`src/shared/sxt_pkg.sv`:
```
// Summary of operation
// - Machine cycle lasts exactly four clocks.
// - States C1 to C4 run in order.
// - At most one opcode fetch per cycle.
// - Cycles normally equal instruction byte count.
// - Jumps and calls add one cycle.
// - Half of all opcodes take one cycle.
// - Ordinary instructions take one to five cycles.
// - Fetch cycle first, then external access cycle.
// - Stretch comes from control register bits 2-0.
// - External move lasts stretch plus two cycles.
// - Strobe two clocks, else four per step.
// - Stretching freezes CPU, touches nothing else.
// - Stretch resets to one.
package sxt_pkg;
	// Clock states inside one machine cycle.
	typedef enum logic [1:0] {PH_C1, PH_C2, PH_C3, PH_C4} sxt_phase_e;
	// Instruction sequencer states.
	typedef enum logic {RUN_IDLE, RUN_EXEC} sxt_run_e;
	localparam int unsigned SXT_CLOCKS_PER_MC = 4;
	localparam logic [2:0] SXT_STRETCH_RESET = 3'h1;
	localparam int unsigned SXT_STRETCH_LSB = 0;
	localparam int unsigned SXT_STRETCH_MSB = 2;
	localparam logic [3:0] SXT_MAX_CYCLES = 4'h5;
	localparam logic [3:0] SXT_XMOVE_BASE = 4'h2;
	localparam logic [5:0] SXT_STROBE_S0_FIRST = 6'h01;
	localparam logic [5:0] SXT_STROBE_S0_LAST = 6'h02;
	localparam logic [5:0] SXT_STROBE_FIRST = 6'h02;
	localparam int unsigned SXT_ADDR_W = 16;
	localparam int unsigned SXT_DATA_W = 8;
endpackage

```
`src/verilog/sxt_timing.sv`:
```
`timescale 1ns/1ps
`default_nettype none
module sxt_timing (
	input wire logic mclk_i,
	input wire logic rst_n_i,
	input wire logic op_valid_i,
	input wire logic [1:0] op_bytes_i,
	input wire logic op_branch_i,
	input wire logic [1:0] op_extra_i,
	input wire logic op_xmove_i,
	input wire logic op_xwrite_i,
	input wire logic [sxt_pkg::SXT_ADDR_W-1:0] op_xaddr_i,
	input wire logic [sxt_pkg::SXT_DATA_W-1:0] op_wdata_i,
	input wire logic ctl_wr_i,
	input wire logic [7:0] ctl_wdata_i,
	input wire logic [sxt_pkg::SXT_DATA_W-1:0] xdata_i,
	output logic op_ack_o,
	output logic fetch_o,
	output logic instr_done_o,
	output logic cpu_hold_o,
	output logic rd_n_o,
	output logic wr_n_o,
	output logic [sxt_pkg::SXT_ADDR_W-1:0] xaddr_o,
	output logic [sxt_pkg::SXT_DATA_W-1:0] xdata_o,
	output logic xdata_oe_o,
	output logic [sxt_pkg::SXT_DATA_W-1:0] rdata_o,
	output logic [2:0] stretch_o
);
	import sxt_pkg::*;

	typedef struct packed {
		sxt_run_e run;
		logic [3:0] mc;
		logic [3:0] total;
		logic [1:0] nfetch;
		logic is_x;
		logic is_wr;
		logic [2:0] sl;
		logic [2:0] ctl;
		logic ack;
		logic fetch;
		logic done;
		logic hold;
		logic rd_n;
		logic wr_n;
		logic rd_end;
		logic [SXT_ADDR_W-1:0] xaddr;
		logic [SXT_DATA_W-1:0] xdata;
		logic xoe;
		logic [SXT_DATA_W-1:0] sync1;
		logic [SXT_DATA_W-1:0] sync2;
		logic [SXT_DATA_W-1:0] rdata;
	} sxt_core_s;

	sxt_core_s st;
	sxt_core_s next_st;
	sxt_phase_e phase;

	sxt_phase_ring u_ring (
		.mclk_i(mclk_i),
		.rst_n_i(rst_n_i),
		.phase_o(phase)
	);

	// Cycle count of an ordinary instruction: one per byte, one more for a
	// jump or call, plus any extra the decoder asks for, held to five.
	function automatic logic [3:0] cycles_of(input logic [1:0] bytes,
		input logic branch, input logic [1:0] extra);
		logic [3:0] sum;
		sum = {2'h0, bytes} + {3'h0, branch} + {2'h0, extra};
		if (sum == 4'h0) begin
			sum = 4'h1;
		end
		if (sum > SXT_MAX_CYCLES) begin
			sum = SXT_MAX_CYCLES;
		end
		return sum;
	endfunction

	// True when the strobe is active at clock state ph of machine cycle mc.
	// Stretch 0 uses C2..C3 of the access cycle; stretch s starts at its C3
	// and runs four clocks per step, ending on C2 of the last cycle.
	function automatic logic strobe_on(input logic [3:0] mc, input sxt_phase_e ph,
		input logic [2:0] s);
		logic [5:0] idx;
		logic [5:0] last;
		idx = 6'h00;
		last = 6'h00;
		if (mc < SXT_XMOVE_BASE) begin
			return 1'b0;
		end
		idx = {mc - SXT_XMOVE_BASE, 2'h0} + {4'h0, ph};
		if (s == 3'h0) begin
			return (idx >= SXT_STROBE_S0_FIRST) && (idx <= SXT_STROBE_S0_LAST);
		end
		last = SXT_STROBE_FIRST + {1'b0, s, 2'h0} - 6'h01;
		return (idx >= SXT_STROBE_FIRST) && (idx <= last);
	endfunction

	// Next state: the machine cycle turns over on C4 only, so every cycle of
	// an instruction, stretched or not, is exactly four clocks.
	always_comb begin
		sxt_phase_e nph;
		logic last_mc;
		logic [3:0] nmc;
		nph = PH_C1;
		last_mc = 1'b0;
		nmc = 4'h0;
		next_st = st;
		next_st.ack = 1'b0;
		next_st.done = 1'b0;
		nph = sxt_phase_e'(phase + 2'h1);
		last_mc = (st.run == RUN_IDLE) || (st.mc == st.total);
		// The field only loads; a running access keeps its latched copy.
		if (ctl_wr_i) begin
			next_st.ctl = ctl_wdata_i[SXT_STRETCH_MSB:SXT_STRETCH_LSB];
		end
		if (phase == PH_C4) begin
			if (st.run == RUN_EXEC && last_mc) begin
				next_st.done = 1'b1;
			end
			if (last_mc) begin
				if (op_valid_i) begin
					next_st.run = RUN_EXEC;
					next_st.ack = 1'b1;
					next_st.mc = 4'h1;
					next_st.is_x = op_xmove_i;
					next_st.is_wr = op_xwrite_i;
					next_st.xaddr = op_xaddr_i;
					next_st.xdata = op_wdata_i;
					if (op_xmove_i) begin
						next_st.sl = st.ctl;
						next_st.total = {1'b0, st.ctl} + SXT_XMOVE_BASE;
						next_st.nfetch = 2'h1;
					end else begin
						next_st.total = cycles_of(op_bytes_i, op_branch_i, op_extra_i);
						next_st.nfetch = (op_bytes_i == 2'h0) ? 2'h1 : op_bytes_i;
					end
				end else begin
					next_st.run = RUN_IDLE;
					next_st.is_x = 1'b0;
					next_st.mc = 4'h0;
				end
			end else begin
				next_st.mc = st.mc + 4'h1;
			end
		end
		nmc = next_st.mc;
		// One fetch strobe at C1 of each byte-carrying cycle, never more.
		next_st.fetch = (nph == PH_C1) && (next_st.run == RUN_EXEC) &&
			(nmc <= {2'h0, next_st.nfetch});
		// Extra cycles of a stretched access keep the CPU frozen.
		next_st.hold = next_st.is_x && (next_st.run == RUN_EXEC) &&
			(nmc > SXT_XMOVE_BASE);
		next_st.rd_n = !(next_st.is_x && !next_st.is_wr && strobe_on(nmc, nph, next_st.sl));
		next_st.wr_n = !(next_st.is_x && next_st.is_wr && strobe_on(nmc, nph, next_st.sl));
		// Data is driven for the whole access phase of a write.
		next_st.xoe = next_st.is_x && next_st.is_wr && (nmc >= SXT_XMOVE_BASE);
		next_st.sync1 = xdata_i;
		next_st.sync2 = st.sync1;
		// Read data is taken one clock after the strobe closes. Through the two
		// stage synchroniser that is the pin value of the strobe's last but one
		// clock, so even the two clock strobe of stretch 0 is sampled while low.
		next_st.rd_end = !st.rd_n && next_st.rd_n;
		if (st.rd_end) begin
			next_st.rdata = st.sync2;
		end
	end

	always_ff @(posedge mclk_i) begin
		if (!rst_n_i) begin
			st <= '0;
			st.run <= RUN_IDLE;
			st.ctl <= SXT_STRETCH_RESET;
			st.sl <= SXT_STRETCH_RESET;
			st.rd_n <= 1'b1;
			st.wr_n <= 1'b1;
		end else begin
			st <= next_st;
		end
	end

	// Outputs come straight from the state flops.
	assign op_ack_o = st.ack;
	assign fetch_o = st.fetch;
	assign instr_done_o = st.done;
	assign cpu_hold_o = st.hold;
	assign rd_n_o = st.rd_n;
	assign wr_n_o = st.wr_n;
	assign xaddr_o = st.xaddr;
	assign xdata_o = st.xdata;
	assign xdata_oe_o = st.xoe;
	assign rdata_o = st.rdata;
	assign stretch_o = st.ctl;

	// Helper counters: clocks of the current instruction and strobe width.
	logic [5:0] instr_clks;
	logic [5:0] strobe_clks;
	always_ff @(posedge mclk_i) begin
		if (!rst_n_i) begin
			instr_clks <= 6'h00;
			strobe_clks <= 6'h00;
		end else begin
			instr_clks <= (st.ack) ? 6'h01 : instr_clks + 6'h01;
			strobe_clks <= (!rd_n_o || !wr_n_o) ? strobe_clks + 6'h01 : 6'h00;
		end
	end
endmodule
`default_nettype wire

```
`src/verilog/sxt_phase_ring.sv`:
```
`timescale 1ns/1ps
`default_nettype none
module sxt_phase_ring (
	input wire logic mclk_i,
	input wire logic rst_n_i,
	output var sxt_pkg::sxt_phase_e phase_o
);
	import sxt_pkg::*;

	typedef struct packed {
		sxt_phase_e phase;
	} sxt_ring_s;

	sxt_ring_s st;
	sxt_ring_s next_st;

	// Free running ring; it never skips or repeats a state.
	always_comb begin
		next_st = st;
		unique case (st.phase)
			PH_C1: next_st.phase = PH_C2;
			PH_C2: next_st.phase = PH_C3;
			PH_C3: next_st.phase = PH_C4;
			PH_C4: next_st.phase = PH_C1;
		endcase
	end

	// Reset parks on C4 so the first cycle after release is a clean C1.
	always_ff @(posedge mclk_i) begin
		if (!rst_n_i) begin
			st.phase <= PH_C4;
		end else begin
			st <= next_st;
		end
	end

	assign phase_o = st.phase;
endmodule
`default_nettype wire

```
`config.mk`:
```
export PLATFORM = sky130hd
export DESIGN_NAME = sxt_timing
export DESIGN_NICKNAME = d
export VERILOG_FILES = /design/src/shared/sxt_pkg.sv /design/src/verilog/sxt_timing.sv /design/src/verilog/sxt_phase_ring.sv
export SDC_FILE = /design/constraint.sdc
export NUM_CORES = 1
export LEC_CHECK = 0
export ABC_AREA = 0
export ABC_CLOCK_PERIOD_IN_PS = 6900
export BUFFER_PORTS_ARGS = -buffer_cell sky130_fd_sc_hd__buf_4
export CORE_MARGIN = 5
export CORE_UTILIZATION = 45
export DETAILED_ROUTE_END_ITERATION = 7
export PLACE_DENSITY = 0.69
export SYNTH_ARGS = -nofsm -noshare
export SYNTH_HDL_FRONTEND = slang
export SYNTH_HIERARCHICAL = 1
export SYNTH_SLANG_ARGS = --single-unit
```
`constraint.sdc`:
```
create_clock -name mclk_i -period 6.9 [get_ports mclk_i]
set_input_delay 0.69 -clock mclk_i [delete_from_list [all_inputs] [get_ports mclk_i]]
set_output_delay 0.69 -clock mclk_i [all_outputs]
set_load 0.05 [all_outputs]
```
==> results.md <==
* Status: finished clean
* WL per Instance at 12.9 um
* Core region area at 8090 sq um
* Maximum net fanout on the critical path at 13
* Slew of the pin with the lowest slew margin at 1.23 ns
* CTS Buf Count at 9
* Crit path top cell by count: a21oi_1
* Leakage power at 1.84 nW
* Number of synthesized register bits at 77
* Antenna viol nets, final at 0
* Final worst-path cycle share at 0.530
* Die X at 100 um
* Class of the tightest hold or removal check: flop to flop
* Final setup TNS at 0 ns
* Drt drc at 0
* First-pass GRT wire length at 11600 um
* Tmin final at 3.66 ns
* Area Growth Syn to Fin at 17.0%
* Top Family by Delay on Critical Path: compound AO/OA/AOI/OAI gates
* Syn Nets at 465
* Ys async rst share at 0
* Area leader, netlist: dfxtp_1
* CTS max path bufs at 2
* Die Ht at 100 um
* Area share of the largest cell type after synthesis at 0.420
* CP endpoint kind: flop
* Max-slew violations at 0
* WL final at 7120 um
* Cell Pwr Density at 256 nW/um^2
* Fill cells at 776
* CTS H-tree lvls at 3
* Vias at 2700
* Top FF cell, synth: dfxtp_1
* Max-cap violation count at 0
* Layout Skew at 0.00903 ns
* Largest net degree at the start of global routing at 74
* Critical Path RT at 7.13 ns
* Clock transition at path regs at 0.08 ns
* Synth top area cells: dfxtp_1 42%, buf_4 7.4%, nand2_1 6.7%, a21boi_0 4.9%, ha_1 4.4%
* CP max-delay cell: o41ai_4
* Drt initial violations at 95
* Initial antenna violation count at 0
* RSZ-0062 raised after global routing: false
* Setup slack after layout at 3.24 ns
* Number of core rows at 33
* Worst vdd ir at 0.119 mV
* Post-CTS Resized at 0
* Number of synthesized flops with an enable pin at 0
* Synth unique cells at 62
* Synth Cell Area at 3670 sq um
* Sequential-to-total area share from yosys stat at 0.420
* Crit Path Class: flop to flop
* CTS tree: yes
* Clock sink count at 77
* Die area at 10100 sq um
* CTS hold repair buffers at 0
* Largest stage delay on the critical path at 0.77 ns
* Max_slew headroom at 0.180
* Post-DP HPWL at 5110 um
* DRT Pass-1 Iters at 4
* Critical path buffer and inverter count at 0
* Crit path DAT at 3.88 ns
* Post-Syn Instances at 399
* CP Launch Type: flop
* Fin. Hold Viols at 0
* Crit path cell chain: xor2_1 > o41ai_4 > o21ai_0 > a21oi_1 > ha_1 > xnor2_1 > o22ai_1 > a311o_1 > a211o_1 > o41ai_2 > a21oi_1
* Place WS at 3.21 ns
* Gp weighted congestion at 0.784
* Share of layout cells above drive strength 1 at 0.256
* Avg Synthesized Cell Area at 9.21 sq um
* CTS root buf: clkbuf_8
* DR vias/cell at 4.90
* Count of final setup violators at 0
* Final core occ at 0.531
* Remaining global-route overflow at 0
* Number of I/O port buffers at 87
* Setup bufs post-CTS at 0
* Fin Hold WS at 0.431 ns
* Vias in the first global route at 2570
* Ys Warns at 6
* Max Clock Freq at 273 MHz
* Inserted Diodes at 0
* Worst-skew pair later-pin latency at 0.35 ns
* Top-level I/O count at 93
* Final Power at 1.10 mW
* All-Layer GR Usage at 0.142
* Initial Util at 0.454
* Final #Nets at 507
## cell usage after synthesis, drive strengths merged (3+ instances only)
cell,count
dfxtp,77
nand2,66
buf,44
a21boi,30
and2,20
nor2b,19
inv,18
mux2i,16
ha,13
clkbuf,12
nor2,10
o21ai,7
nor3,6
xor2,4
a211oi,3
a21oi,3
nand2b,3
nand4,3
o211ai,3
or3,3
## worst paths after layout
check | start | to | slack, ns | cells past startpoint
setup reg to reg | st[73] | st[49] | 3.24 | 11
hold reg to reg | next_st[9] | st[9] | 0.43 | 1
setup / recovery | st[73] | st[49] | 3.24 | 11
hold / removal | next_st[9] | st[9] | 0.43 | 1
## area by class of cell
cell class | instances | area, sq um | area share
clock inverters | 7 | 78.8 | 0.0183
clock buffers | 9 | 124 | 0.0288
repair buffers | 87 | 653 | 0.152
inverters | 18 | 67.6 | 0.0157
flip-flops and latches | 77 | 1540 | 0.359
multi-input cells | 248 | 1700 | 0.396
well taps | 105 | 131 | 0.0306
## layout by cell type, fill, tap and decap left out, drive strengths merged, types with 3 or more instances in the layout
master and instances:
a211oi 3, a21boi 30, a21oi 3, and2 20, buf 87, clkbuf 9
dfxtp 77, ha 13, inv 22, mux2i 16, nand2 66, nand2b 3
nand4 3, nor2 10, nor2b 19, nor3 6, o211ai 3, o21ai 7
or3 3, xor2 4
## state kept, by name, indices dropped and copies added, names as in the netlist
signal          flops
fetch_o             1
rd_n_o              1
instr_done_o        1
stretch_o           3
op_ack_o            1
u_ring/phase_o      2
rdata_o             8
wr_n_o              1
st                 25
cpu_hold_o          1
xaddr_o            16
next_st             8
xdata_oe_o          1
xdata_o             8
## routing by layer
layer,vias to the layer above,global-route usage,share of wire
met1,1231,0.178,0.45
met3,16,0.0403,0.067
met5,-,0,0
met4,0,0.0653,0.022
li1,1375,-,-
met2,78,0.227,0.46
## through the flow
| stage | instances | cell area (sq um) |
|---|---|---|
| after floorplan | 399 | 3670 |
| after global placement | 535 | 4100 |
| after detailed placement | 535 | 4100 |
| after CTS | 551 | 4300 |
| after global routing | 551 | 4300 |
| final | 551 | 4300 |
## kinds of logic (layout without fill, tap and decap cells)
group / after synthesis / count (layout) / share of synthesized area
and+or+nand+nor: 144 / 144 / 0.201
DFF: 77 / 77 / 0.420
buffers and inverters: 74 / 121 / 0.117
AOI/OAI and AO/OA: 66 / 66 / 0.144
adders and majority gates: 16 / 16 / 0.0582
muxes: 16 / 16 / 0.0436
xor gates and xnor gates: 6 / 6 / 0.0164
## report_power, final
part           switching [mW]  internal (mW)  leakage, nW  total [mW]
logic                   0.166         0.0947         1.10       0.261
registers              0.0194          0.475        0.629       0.494
clock network           0.173          0.172        0.105       0.345
## worst register-to-register path, stage by stage (launching register included)
cell and delay (ns):
dfxtp_1 0.53, xor2_1 0.21, o41ai_4 0.77, o21ai_0 0.16
a21oi_1 0.28, ha_1 0.36, xnor2_1 0.16, o22ai_1 0.09
a311o_1 0.31, a211o_1 0.28, o41ai_2 0.33, a21oi_1 0.07
Power figures use the tool's default switching activity.
